### config.mk
export PLATFORM = sky130hd
export DESIGN_NAME = dds_tuning_bank_flat
export DESIGN_NICKNAME = d
export VERILOG_FILES = /design/src/shared/dds_pkg.sv /design/src/shared/dds_link_if.sv /design/src/core/dds_tuning_bank.sv /design/src/core/dds_word_shifter.sv /design/src/flat_wrapper.sv
export SDC_FILE = /design/constraint.sdc
export NUM_CORES = 1
export LEC_CHECK = 0
export ABC_AREA = 1
export BUFFER_PORTS_ARGS = -buffer_cell sky130_fd_sc_hd__buf_4
export CAP_MARGIN = 25
export CELL_PAD_IN_SITES_DETAIL_PLACEMENT = 1
export CELL_PAD_IN_SITES_GLOBAL_PLACEMENT = 1
export CORE_ASPECT_RATIO = 0.6
export CORE_MARGIN = 5
export CORE_UTILIZATION = 46
export CTS_BUF_LIST = sky130_fd_sc_hd__clkbuf_4
export DETAILED_ROUTE_END_ITERATION = 8
export PLACE_DENSITY_LB_ADDON = 0.1
export SLEW_MARGIN = 5
export SYNTH_ARGS = -nofsm -noshare
export SYNTH_HDL_FRONTEND = slang
export SYNTH_HIERARCHICAL = 1
export SYNTH_SLANG_ARGS = --single-unit
### constraint.sdc
create_clock -name hclk -period 5.9 [get_ports hclk]
set_input_delay 0.295 -clock hclk [delete_from_list [all_inputs] [get_ports hclk]]
set_output_delay 0.295 -clock hclk [all_outputs]
set_load 0.1 [all_outputs]
### src/shared/dds_pkg.sv
/*
  Shared constants for the tuning-word bank and its serial host:
  word layout, control bit positions, link timing, host register map.
  Assumes one 100 MHz clock on both ends.
*/
package dds_pkg;

  // ----------------------------------------------------------------
  // Word and register layout
  // ----------------------------------------------------------------
  localparam int FREQ_W  = 28;
  localparam int PHASE_W = 12;
  localparam int WORD_W  = 16;
  localparam int HALF_W  = 14;
  localparam int ACC_TOP = FREQ_W - PHASE_W;

  // Top two bits of a serial word
  localparam logic [1:0] ADDR_CTRL  = 2'h0;
  localparam logic [1:0] ADDR_FREQUENCY_WORD_ZERO = 2'h1;
  localparam logic [1:0] ADDR_FREQUENCY_WORD_ONE = 2'h2;
  localparam logic [1:0] ADDR_PHASE = 2'h3;

  // Control word bit positions
  localparam int BIT_FULL_LOAD = 13;
  localparam int BIT_HALF_SEL  = 12;
  localparam int BIT_FREQ_SEL  = 11;
  localparam int BIT_PHASE_SEL = 10;
  localparam int BIT_SOURCE    = 9;
  localparam int BIT_RESET     = 8;
  localparam int BIT_PHASE_REG = 13;

  // Control register comes up with the accumulator reset bit set
  localparam logic [HALF_W-1:0] CTRL_RESET = 14'h0100;

  // Output appears this many cycles after accumulator reset release
  localparam logic [2:0] RELEASE_CYCLES = 3'h7;

  // ----------------------------------------------------------------
  // Link timing
  // ----------------------------------------------------------------
  localparam int CLK_PERIOD_NS = 10;
  localparam int SCLK_HALF_NS  = 40;
  localparam int SCLK_HALF_CYC = (SCLK_HALF_NS + CLK_PERIOD_NS - 1) / CLK_PERIOD_NS;
  localparam logic [3:0] LAST_BIT = 4'hf;

  // ----------------------------------------------------------------
  // Host register map (byte addresses)
  // ----------------------------------------------------------------
  localparam logic [7:0] REG_SEND   = 8'h00;
  localparam logic [7:0] REG_PINS   = 8'h04;
  localparam logic [7:0] REG_STATUS = 8'h08;
  localparam int PIN_FREQUENCY_SELECT_BIT  = 0;
  localparam int PIN_PSEL  = 1;
  localparam int PIN_RESET = 2;
  localparam logic [2:0] PINS_RESET = 3'h4;
  localparam logic [1:0] HTRANS_NONSEQ = 2'h2;
  localparam logic       HRESP_OKAY    = 1'b0;

  typedef enum logic [1:0] {LINK_IDLE, LINK_SHIFT, LINK_GAP} link_state_e;

endpackage

### src/shared/dds_link_if.sv
/*
  Three-wire serial link plus select and reset pins between the
  host controller and the tuning-word bank. Both ends share hclk.
*/
`timescale 1ns/10ps
interface dds_link_if;
  logic sclk;
  logic fsync_n;
  logic serial_input_line;
  logic frequency_select_pin;
  logic phase_select_pin;
  logic accum_reset_pin;

  modport host (
    output sclk, fsync_n, serial_input_line,
    output frequency_select_pin, phase_select_pin, accum_reset_pin
  );
  modport device (
    input  sclk, fsync_n, serial_input_line,
    input  frequency_select_pin, phase_select_pin, accum_reset_pin
  );
endinterface

### src/core/dds_tuning_bank.sv
/*
  Tuning-word bank of a direct digital synthesiser: two frequency
  words, two phase offsets, control word, register selection,
  phase accumulator and its reset/release sequence.
  Assumes the host drives the link and pins from flops on hclk.
*/
`timescale 1ns/10ps

// How it works
// - Two 28-bit frequency, two 12-bit phase registers
// - Accumulator step is selected tuning word
// - Selected phase offset shifts output phase
// - Source bit picks frequency pin or bit
// - Source bit picks phase pin or bit
// - Source may change at any time
// - Select pins sampled, one cycle uncertainty
// - Host keeps select pins steady
// - Address 01 frequency zero, 10 one
// - Full load: low half then high
// - Host alternates registers for sweeps
// - Half mode: half bit picks half
// - Address 11 loads phase, bit 13 picks
// - Reset clears accumulator, keeps registers
// - Output returns seven cycles after release
// - Host applies reset after power-up
// - Address 00 is control word
// - Full load commits after second half
// - Full load ignores half select bit
// - Source bit picks reset pin or bit
module dds_tuning_bank (
  // Clock and reset
  input  wire logic                       hclk,
  input  wire logic                       hresetn,
  // Link from the host
  dds_link_if.device                      link,
  // Synthesis outputs
  output logic [dds_pkg::FREQ_W-1:0]      selected_tuning_value,
  output logic [dds_pkg::PHASE_W-1:0]     selected_offset_value,
  output logic [dds_pkg::PHASE_W-1:0]     phase_word,
  output logic                            output_valid,
  output logic [dds_pkg::HALF_W-1:0]      control_word
);

  // --------------------------------------------------------------
  // Declarations
  // --------------------------------------------------------------
  logic [2:0]                    pin_meta_ff;
  logic [2:0]                    pin_sync_ff;
  logic                          word_valid;
  logic [dds_pkg::WORD_W-1:0]    word;
  logic [dds_pkg::HALF_W-1:0]    ctrl_ff;
  logic [dds_pkg::FREQ_W-1:0]    freq_ff [2];
  logic [dds_pkg::PHASE_W-1:0]   phase_ff [2];
  logic [dds_pkg::HALF_W-1:0]    stash_ff;
  logic                          pend_ff;
  logic                          pend_idx_ff;
  logic [dds_pkg::FREQ_W-1:0]    tune_ff;
  logic [dds_pkg::PHASE_W-1:0]   offs_ff;
  logic [dds_pkg::FREQ_W-1:0]    acc_ff;
  logic [dds_pkg::PHASE_W-1:0]   phase_out_ff;
  logic                          valid_ff;
  logic [2:0]                    rel_cnt_ff;
  logic [1:0]                    waddr;
  logic                          fidx;
  logic                          freq_wr;
  logic                          full_mode;
  logic                          same_reg;
  logic                          frequency_select_bit;
  logic                          psel;
  logic                          acc_rst;
  logic                          released;

  // Pick the pin level or the control bit
  function automatic logic pick(input logic use_pin, input logic pin, input logic bit_v);
    pick = use_pin ? pin : bit_v;
  endfunction

  // --------------------------------------------------------------
  // Serial receiver and pin synchronisers
  // --------------------------------------------------------------
  dds_word_shifter u_shifter (
    .hclk        (hclk),
    .hresetn     (hresetn),
    .sclk_pin    (link.sclk),
    .fsync_n_pin (link.fsync_n),
    .serial_input_line_pin   (link.serial_input_line),
    .word_valid  (word_valid),
    .word        (word)
  );

  // pins sampled twice
  // Two flops stand in for the falling-edge sample; a pin moving
  // near the edge lands one cycle early or late.
  always_ff @(posedge hclk or negedge hresetn) begin
    if (!hresetn) begin
      pin_meta_ff <= 3'h0;
      pin_sync_ff <= 3'h0;
    end else begin
      pin_meta_ff <= {link.accum_reset_pin, link.phase_select_pin,
                      link.frequency_select_pin};
      pin_sync_ff <= pin_meta_ff;
    end
  end

  // --------------------------------------------------------------
  // Word decode
  // --------------------------------------------------------------
  assign waddr     = word[dds_pkg::WORD_W-1 -: 2];
  assign fidx      = (waddr == dds_pkg::ADDR_FREQUENCY_WORD_ONE);
  assign freq_wr   = word_valid & ((waddr == dds_pkg::ADDR_FREQUENCY_WORD_ZERO) |
                                   (waddr == dds_pkg::ADDR_FREQUENCY_WORD_ONE));
  assign full_mode = ctrl_ff[dds_pkg::BIT_FULL_LOAD];
  assign same_reg  = pend_ff & (pend_idx_ff == fidx);

  always_ff @(posedge hclk or negedge hresetn) begin
    if (!hresetn) begin
      ctrl_ff <= dds_pkg::CTRL_RESET;
    end else if (word_valid && waddr == dds_pkg::ADDR_CTRL) begin
      ctrl_ff <= word[dds_pkg::HALF_W-1:0];
    end
  end

  // low half waits for high half
  // A mismatched address restarts the pair rather than mixing halves.
  always_ff @(posedge hclk or negedge hresetn) begin
    if (!hresetn) begin
      pend_ff     <= 1'b0;
      pend_idx_ff <= 1'b0;
      stash_ff    <= 14'h0000;
    end else if (freq_wr && full_mode) begin
      pend_ff <= ~same_reg;
      if (!same_reg) begin
        pend_idx_ff <= fidx;
        stash_ff    <= word[dds_pkg::HALF_W-1:0];
      end
    end else if (word_valid && waddr == dds_pkg::ADDR_CTRL
                 && !word[dds_pkg::BIT_FULL_LOAD]) begin
      pend_ff <= 1'b0;
    end
  end

  always_ff @(posedge hclk or negedge hresetn) begin
    if (!hresetn) begin
      freq_ff[0] <= 28'h000_0000;
      freq_ff[1] <= 28'h000_0000;
    end else if (freq_wr) begin
      if (full_mode) begin
        if (same_reg) begin
          freq_ff[fidx] <= {word[dds_pkg::HALF_W-1:0], stash_ff};
        end
      end else if (ctrl_ff[dds_pkg::BIT_HALF_SEL]) begin
        freq_ff[fidx][dds_pkg::FREQ_W-1:dds_pkg::HALF_W] <= word[dds_pkg::HALF_W-1:0];
      end else begin
        freq_ff[fidx][dds_pkg::HALF_W-1:0] <= word[dds_pkg::HALF_W-1:0];
      end
    end
  end

  always_ff @(posedge hclk or negedge hresetn) begin
    if (!hresetn) begin
      phase_ff[0] <= 12'h000;
      phase_ff[1] <= 12'h000;
    end else if (word_valid && waddr == dds_pkg::ADDR_PHASE) begin
      phase_ff[word[dds_pkg::BIT_PHASE_REG]] <= word[dds_pkg::PHASE_W-1:0];
    end
  end

  // --------------------------------------------------------------
  // Register selection
  // --------------------------------------------------------------
  // frequency source choice
  assign frequency_select_bit = pick(ctrl_ff[dds_pkg::BIT_SOURCE], pin_sync_ff[0],
                     ctrl_ff[dds_pkg::BIT_FREQ_SEL]);
  assign psel = pick(ctrl_ff[dds_pkg::BIT_SOURCE], pin_sync_ff[1],
                     ctrl_ff[dds_pkg::BIT_PHASE_SEL]);
  assign acc_rst = pick(ctrl_ff[dds_pkg::BIT_SOURCE], pin_sync_ff[2],
                        ctrl_ff[dds_pkg::BIT_RESET]);

  // reselect every cycle
  // No handover state: a source flip simply steers the next sample.
  always_ff @(posedge hclk or negedge hresetn) begin
    if (!hresetn) begin
      tune_ff <= 28'h000_0000;
      offs_ff <= 12'h000;
    end else begin
      tune_ff <= freq_ff[frequency_select_bit];
      offs_ff <= phase_ff[psel];
    end
  end

  // --------------------------------------------------------------
  // Accumulator and release sequence
  // --------------------------------------------------------------
  // release countdown
  always_ff @(posedge hclk or negedge hresetn) begin
    if (!hresetn) begin
      rel_cnt_ff <= dds_pkg::RELEASE_CYCLES;
    end else if (acc_rst) begin
      rel_cnt_ff <= dds_pkg::RELEASE_CYCLES;
    end else if (rel_cnt_ff != 3'h0) begin
      rel_cnt_ff <= rel_cnt_ff - 3'h1;
    end
  end

  assign released = ~acc_rst & (rel_cnt_ff <= 3'h1);

  always_ff @(posedge hclk or negedge hresetn) begin
    if (!hresetn) begin
      acc_ff <= 28'h000_0000;
    end else if (acc_rst) begin
      acc_ff <= 28'h000_0000;
    end else begin
      acc_ff <= dds_pkg::FREQ_W'(acc_ff + tune_ff);
    end
  end

  // offset added to top bits
  // Output phase held at zero (midscale) until the release count ends.
  always_ff @(posedge hclk or negedge hresetn) begin
    if (!hresetn) begin
      phase_out_ff <= 12'h000;
      valid_ff     <= 1'b0;
    end else begin
      valid_ff     <= released;
      phase_out_ff <= released ?
                      dds_pkg::PHASE_W'(acc_ff[dds_pkg::FREQ_W-1:dds_pkg::ACC_TOP]
                                        + offs_ff) : 12'h000;
    end
  end

  // Outputs straight from flops
  assign selected_tuning_value = tune_ff;
  assign selected_offset_value = offs_ff;
  assign phase_word            = phase_out_ff;
  assign output_valid          = valid_ff;
  assign control_word          = ctrl_ff;

endmodule // dds_tuning_bank

### src/core/dds_word_shifter.sv
/*
  Serial word receiver: synchronises the three link wires and
  collects 16 bits on falling clock edges while the frame is low.
  Assumes the link clock is much slower than hclk.
*/
`timescale 1ns/10ps
module dds_word_shifter (
  // Clock and reset
  input  wire logic                      hclk,
  input  wire logic                      hresetn,
  // Raw link wires
  input  wire logic                      sclk_pin,
  input  wire logic                      fsync_n_pin,
  input  wire logic                      serial_input_line_pin,
  // Received word
  output logic                           word_valid,
  output logic [dds_pkg::WORD_W-1:0]     word
);

  logic [2:0]                  meta_ff;
  logic [2:0]                  sync_ff;
  logic                        sclk_d_ff;
  logic [3:0]                  cnt_ff;
  logic [dds_pkg::WORD_W-1:0]  shift_ff;
  logic                        valid_ff;
  logic                        fall;

  // --------------------------------------------------------------
  // Two-stage synchronisers; only sync_ff is looked at
  // --------------------------------------------------------------
  always_ff @(posedge hclk or negedge hresetn) begin
    if (!hresetn) begin
      meta_ff   <= 3'h7;
      sync_ff   <= 3'h7;
      sclk_d_ff <= 1'b1;
    end else begin
      meta_ff   <= {sclk_pin, fsync_n_pin, serial_input_line_pin};
      sync_ff   <= meta_ff;
      sclk_d_ff <= sync_ff[2];
    end
  end

  assign fall = sclk_d_ff & ~sync_ff[2];

  // Shift on falling edge inside a frame; frame high restarts count
  always_ff @(posedge hclk or negedge hresetn) begin
    if (!hresetn) begin
      cnt_ff   <= 4'h0;
      shift_ff <= 16'h0000;
      valid_ff <= 1'b0;
    end else begin
      valid_ff <= 1'b0;
      if (sync_ff[1]) begin
        cnt_ff <= 4'h0;
      end else if (fall) begin
        shift_ff <= {shift_ff[dds_pkg::WORD_W-2:0], sync_ff[0]};
        cnt_ff   <= cnt_ff + 4'h1;
        valid_ff <= (cnt_ff == dds_pkg::LAST_BIT);
      end
    end
  end

  assign word_valid = valid_ff;
  assign word       = shift_ff;

endmodule // dds_word_shifter

### src/flat_wrapper.sv
// flat-port wrapper written by rule: the top's interface ports become plain ports
module dds_tuning_bank_flat 
  (hclk, hresetn, selected_tuning_value, selected_offset_value, phase_word, output_valid, control_word, link_sclk, link_fsync_n, link_serial_input_line, link_frequency_select_pin, link_phase_select_pin, link_accum_reset_pin);
  dds_link_if link_i ();
  input  wire logic hclk;
  input  wire logic hresetn;
  output logic [dds_pkg::FREQ_W-1:0] selected_tuning_value;
  output logic [dds_pkg::PHASE_W-1:0] selected_offset_value;
  output logic [dds_pkg::PHASE_W-1:0] phase_word;
  output logic output_valid;
  output logic [dds_pkg::HALF_W-1:0] control_word;
  input wire logic [$bits(link_i.sclk)-1:0] link_sclk;
  input wire logic [$bits(link_i.fsync_n)-1:0] link_fsync_n;
  input wire logic [$bits(link_i.serial_input_line)-1:0] link_serial_input_line;
  input wire logic [$bits(link_i.frequency_select_pin)-1:0] link_frequency_select_pin;
  input wire logic [$bits(link_i.phase_select_pin)-1:0] link_phase_select_pin;
  input wire logic [$bits(link_i.accum_reset_pin)-1:0] link_accum_reset_pin;
  assign link_i.sclk = link_sclk;
  assign link_i.fsync_n = link_fsync_n;
  assign link_i.serial_input_line = link_serial_input_line;
  assign link_i.frequency_select_pin = link_frequency_select_pin;
  assign link_i.phase_select_pin = link_phase_select_pin;
  assign link_i.accum_reset_pin = link_accum_reset_pin;
  dds_tuning_bank u_core (.hclk(hclk), .hresetn(hresetn), .link(link_i), .selected_tuning_value(selected_tuning_value), .selected_offset_value(selected_offset_value), .phase_word(phase_word), .output_valid(output_valid), .control_word(control_word));
endmodule
# Word level (Yosys, flattened, before mapping)
# Index checks and enable logic that the tools add are counted.
[classes]
add_sub_neg = 4
magnitude_cmp = 7
n_eq_ne = 6
mux = 34
bitwise_logic = 13
n_reduce_logical = 15
[op_table]
columns = ["op", "n"]
rows = [
  ["$bwmux 56", 3],
  ["$mux 28", 6],
  ["$mux 56", 3],
  ["$demux 28 s1", 3],
  ["$mux 12", 5],
  ["$add 28x28->28", 1],
  ["$bwmux 24", 1],
  ["$mux 14", 1],
  ["$add 12x12->12", 1],
  ["$demux 12 s1", 1],
  ["$ge 2x2->1 const B", 4],
  ["$mux 4", 2],
  ["$not 1->2", 4],
  ["$mux 1", 7],
  ["$logic_and 1x1->1", 6],
  ["$mux 3", 2],
  ["$reduce_and 2->1", 3],
  ["$reduce_bool 2->1", 3],
  ["$add 4x1->4 const B", 1],
  ["$and 1x1->1", 4],
  ["$eq 2x2->1 const B", 2],
  ["$eq 4x4->1 const B", 1],
  ["$lt 2x1->1 const B", 2],
  ["$not 1->1", 4],
  ["other kinds (9)", 9],
]
[word_totals]
regBits = 228
inputBits = 8

# Logic depth before layout (Yosys ltp)
[depth]
depth_word = 9
depth_mapped = 13

# Hierarchy
# Netlist, hierarchy kept.
[modules_own_cells]
columns = ["mod", "n_inst", "cells_per_inst", "area_per_inst_um2", "seq_area_each_um2"]
rows = [
  ["dds_tuning_bank", 1, 1208, 9903.2, 5009.8],
  ["dds_word_shifter", 1, 95, 1107.3, 709.4],
]

# Worst setup path after synthesis
# No wires, ideal clock.
[synth_path]
kind = "reg2reg"
startpoint = "reg u_core.tune_ff (netlist bit u_core/selected_tuning_value[0])"
endpoint = "reg u_core/acc_ff[12] (netlist name)"
setup_time_ps = 120
arrival_ps = 2342
required_time_ps = 5780
path_slack_ps = 3438
path_stages_with_launch = 11
n_path_buf = 0
period_less_slack_ps = 2462
cell_sequence = "dfrtp_1 > ha_1 > fa_1 > nand2_1 > nand3_1 > and2_1 > inv_1 > nor2_1 > or2_0 > o21ai_0 > nor2_1"
[synth_via]
elab_chain_cells = 2
[synth_rtl]
columns = ["item", "line", "text"]
rows = [
  ["start: declaration", "dds_tuning_bank.sv:57", "logic [dds_pkg::FREQ_W-1:0] tune_ff;"],
  ["start signal: assignment", "dds_tuning_bank.sv:186", "tune_ff <= freq_ff[frequency_select_bit];"],
  ["$add 28x28->28", "dds_tuning_bank.sv:213", "acc_ff <= dds_pkg::FREQ_W'(acc_ff + tune_ff);"],
  ["$mux 28", "dds_tuning_bank.sv:210", "end else if (acc_rst) begin"],
  ["end signal: assignment", "dds_tuning_bank.sv:213", ""],
  ["end: declaration", "dds_tuning_bank.sv:59", "logic [dds_pkg::FREQ_W-1:0] acc_ff;"],
]
# Every way passes these cells.
# A chain may end at the register's enable or synchronous reset.

# Worst setup path after layout
[layout_path]
startpoint = "reg u_core.u_shifter.shift_ff (netlist bit u_core/u_shifter/word[14])"
endpoint = "reg u_core/freq_ff[28] (netlist name)"
[layout_via]
elab_chain_cells = 9
[layout_rtl]
columns = ["item", "line", "text"]
rows = [
  ["start: declaration", "dds_word_shifter.sv:24", "logic [dds_pkg::WORD_W-1:0] shift_ff;"],
  ["start signal: assignment", "dds_word_shifter.sv:56", "shift_ff <= {shift_ff[dds_pkg::WORD_W-2:0], sync_ff[0]};"],
  ["$eq 2x2->1 *", "dds_tuning_bank.sv:109", "assign fidx = (waddr == dds_pkg::ADDR_FREQUENCY_WORD_ONE);"],
  ["net u_core.fidx", "dds_tuning_bank.sv:64", "logic fidx;"],
  ["$not 1->2 (implied by the code)", "dds_tuning_bank.sv:149, dds_tuning_bank.sv:152, dds_tuning_bank.sv:154", ""],
  ["$ge 2x2->1 (implied by the code) or $lt 2x1->1 (tied branches)", "dds_tuning_bank.sv:149, dds_tuning_bank.sv:154", ""],
  ["$logic_and 1x1->1 (implied by the code)", "dds_tuning_bank.sv:149, dds_tuning_bank.sv:154", ""],
  ["$mux 14 (implied by the code) or $mux 28 (tied branches)", "dds_tuning_bank.sv:154, dds_tuning_bank.sv:149", ""],
  ["$demux 28 s1 (on tied branches)", "dds_tuning_bank.sv:154, dds_tuning_bank.sv:149", ""],
  ["$bwmux 56 (on tied branches)", "dds_tuning_bank.sv:154, dds_tuning_bank.sv:149", ""],
  ["$mux 56 (on tied branches)", "dds_tuning_bank.sv:151, dds_tuning_bank.sv:148", ""],
  ["$mux 56", "dds_tuning_bank.sv:147", "if (full_mode) begin"],
  ["end signal: indexed assignment", "dds_tuning_bank.sv:149", "freq_ff[fidx] <= {word[dds_pkg::HALF_W-1:0], stash_ff};"],
  ["end signal: indexed assignment", "dds_tuning_bank.sv:152", "freq_ff[fidx][dds_pkg::FREQ_W-1:dds_pkg::HALF_W] <= word[dds_pkg::HALF_W-1:0];"],
  ["end signal: indexed assignment", "dds_tuning_bank.sv:154", "freq_ff[fidx][dds_pkg::HALF_W-1:0] <= word[dds_pkg::HALF_W-1:0];"],
  ["end: declaration", "dds_tuning_bank.sv:52", "logic [dds_pkg::FREQ_W-1:0] freq_ff [2];"],
]
# Mark *: on every way through the listed nets, which the timed path passes. The rest lies on a longest branch. The select of a mux whose other input is x is not followed.

==> results.tsv <==
stage	metric	value	unit
synth	synth top area cells	dfrtp_1 49%, nand2_1 14%, o21ai_0 6.6%	
timing	minimum clock period	2.428	ns
cells_and_area	Finished Layout Cells	1769	
timing	setup ws final	3.472	ns
cells_and_area	most frequent cells in the layout	406 x nand2_1, 217 x dfrtp_1, 172 x inv_1, 146 x o21ai_0, 94 x nor2_1	
critical_path	FF-to-FF setup slack	3.47	ns
clocking	clock buffer count from CTS	55	
power_and_ir_drop	part of the power in registers	50.6	%
global_routing	largest net degree at the start of global routing	140	
critical_path	R2R Path End	u_core/freq_ff[28]$_DFFE_PN0P_	
critical_path	crit-path max FO	28	
route	DR vias/cell	5.126	
clocking	CTS tree	built	
floorplan	Die X	209.7	um
clocking	setup bufs post-CTS	0	
clocking	Clock Root Buffer	clkbuf_4	
synth	sequential-to-total area share from yosys stat	51.94	%
synth	gate count after technology mapping	1303	
clocking	CTS H-tree depth	2	
timing	final hold violation count	0	
critical_path	Worst setup SP type	register	
synth	synth unique cells	43	
floorplan	die area	27230	um2
placed_design	placed cells	1662	
route	drt pass-1 iters	6	
synth	Synth top area share	49.32	%
job	max cap viols	0	
global_routing	gr ovfl total	0	
min_path	HP Class	in2async	
power_and_ir_drop	Clock Power Share	42.8	%
floorplan	Die Ht	129.8	um
cells_and_area	commonest non-fill, non-tap cell in the layout	nand2_1	
timing	Hold Worst Slack	0.1987	ns
route	DRC errors left	0	
timing	Slew HR	33.34	%
floorplan	# IOs	75	
timing	Least-Margin Pin Slew	0.9971	ns
route	DRT iter0 DRCs	585	
floorplan	area of the core	23350	um2
placed_design	global placer's final weighted congestion	0.8680	
global_routing	first-pass GRT wire length	50.65	mm
power_and_ir_drop	Sw Pwr	0.8717	mW
cells_and_area	share of cells above drive strength 1	15.22	%
power_and_ir_drop	leakage power	6.745	nW
route	vias	9068	
run_status	status	complete, no violations	
clocking	clk slew on worst S/H paths	0.07	ns
power_and_ir_drop	total power	3.214	mW
global_routing	number of global-route vias before repair	9223	
global_routing	total track usage	23.76	%
placed_design	worst slack at placement	3.446	ns
timing	endpoints failing setup	0	
synth	Synth Area per Inst	8.450	um2
power_and_ir_drop	switching share of power	27.13	%
critical_path	Worst setup EP type	register	
critical_path	Req. time, crit path	6.50	ns
clocking	worst skew pair latency	0.72	ns
power_and_ir_drop	Cell Pwr Density	255.1	nW/um2
floorplan	row cnt	43	
cells_and_area	Layout area overhead	14.42	%
critical_path	crit path from	u_core/u_shifter/word[14]$_DFFE_PN0P_	
synth	post-synthesis register bit count	228	
global_routing	initial antenna violation count	1	
cells_and_area	Filler cells	2846	
critical_path	Worst Reg-to-Reg Cells	10	
timing	final slew viol count	0	
synth	Net Count, Synth	1358	
power_and_ir_drop	maximum VDD drop	0.0001586	V
timing	RSZ-0062 raised after global routing	false	
critical_path	CP Data Arrival Time	3.02	ns
placed_design	dpl hpwl	23.06	mm
synth	total of warnings raised by yosys	6	
clocking	# clock sinks	228	
route	total wire length	31.68	mm
timing	Worst Skew	0.03505	ns
power_and_ir_drop	internal power	2.342	mW
placed_design	port bufs	74	
timing	Max Freq	0.4118	GHz
timing	fin crit share	41.15	%
critical_path	R2R Path Start	u_core/u_shifter/word[14]$_DFFE_PN0P_	
critical_path	CP Class	reg2reg	
synth	top cell type by total area after synthesis	dfrtp_1	
timing	setup TNS	0	ns
cells_and_area	final net count	1466	
route	Routed WL per cell	17.91	um
synth	Cell Area, Synth	11010	um2
route	antenna-violating nets left	0	
floorplan	initial core utilization	47.15	%
clocking	clk buf depth	3	
power_and_ir_drop	Comb power frac	6.5	%
[final cells by class]
type                            count  area (um2)  area share, %
Antenna cell                        2       5.005        0.03973
Inverter                          175       664.4          5.274
Tap cell                          315       394.1          3.128
Clock inverter                     19       133.9          1.063
Sequential cell                   228        5719          45.40
Multi-Input combinational cell    868        4428          35.15
Timing Repair Buffer               83       660.6          5.244
Clock buffer                       79       593.1          4.708
[critical path, cell delays in order, from the launching register on]
cell	delay (ns)
dfrtp_1	0.40
inv_1	0.09
ha_1	0.56
inv_8	0.09
nand2_2	0.09
nand3_2	0.09
a21oi_4	0.20
nand2_4	0.09
nor2_4	0.47
nand2_1	0.12
o21a_1	0.13
[per-stage QoR]
stage          area [um2]  util (%)
2_1_floorplan       11010         -
3_3_place_gp        11800     50.52
3_5_place_dp        11800     50.52
4_1_cts             12590     53.93
5_1_grt             12600     53.95
6_report            12600     53.95
[registers in the layout, indices dropped and copies added, names as in the netlist, 4 cells and up]
name / count
u_core/selected_tuning_value: 28
u_core/acc_ff: 28
u_core/freq_ff: 56
u_core/selected_offset_value: 12
u_core/phase_word: 12
u_core/u_shifter/word: 16
u_core/phase_ff: 24
u_core/stash_ff: 14
u_core/u_shifter/cnt_ff: 4
u_core/control_word: 14
[synth_stat cells (all sizes together)]
cell    count
a31oi       3
dfstp      11
o21ai     158
a22oi       1
nor3        5
nand3b      1
o21a       14
o31ai       1
o22ai       1
nor2       98
a21o        2
mux2       13
ha         45
xor2        4
or2         2
o21bai      2
dfrtp     217
a21oi      56
nand3      40
xnor2       4
nand4       2
nand2     410
and2        4
clkbuf     16
inv       175
fa          2
buf        16
[how the worst max path moves through the flow]
stage                                                end  slack (ns)  cells after the start
after global placement    u_core/freq_ff[28]$_DFFE_PN0P_        3.57                     10
after detailed placement  u_core/freq_ff[28]$_DFFE_PN0P_        3.45                     10
after floorplan              u_core/acc_ff[12]$_DFF_PN0_        3.44                     10
after global routing      u_core/freq_ff[34]$_DFFE_PN0P_        3.31                     10
final                     u_core/freq_ff[28]$_DFFE_PN0P_        3.47                     10
after CTS                 u_core/freq_ff[28]$_DFFE_PN0P_        3.45                     10
[metal layers]
layer	GRT usage, %	up-vias	routed length, um	part of all wire (%)
met3	4.877	45	1828	5.8
met4	5.943	0	500	1.6
li1	-	4356	-	-
met2	35.24	212	13390	42
met5	0	-	0	0
met1	35.97	4455	15970	50
[cells by family (layout without fill, tap and decap cells)]
group,Yosys count,after routing,share of synthesized area [%]
adders and majority gates,47,47,5.477
DFF,228,228,51.94
and+or+nand+nor,562,562,20.70
buffers and inverters,207,356,7.841
muxes,13,13,1.330
AOI/OAI and AO/OA,238,238,12.07
other,0,2,0
xor gates and xnor gates,8,8,0.6363
[power groups by stage]
stage,sequential (mW),clock [mW],combinational (mW)
floorplan,1.65,0,0.103
global placement,1.65,0,0.202
detailed placement,1.66,0,0.206
CTS,1.63,1.42,0.211
global route,1.63,1.52,0.232
finish,1.63,1.38,0.210
[timing repair]
item	4_1_cts	5_1_grt
hold buffers	7	0
endpoints found under the hold margin	95	0
setup endpoints to repair	0	0
resized for setup	0	0
Note: power is estimated with default switching activity, not from simulation.
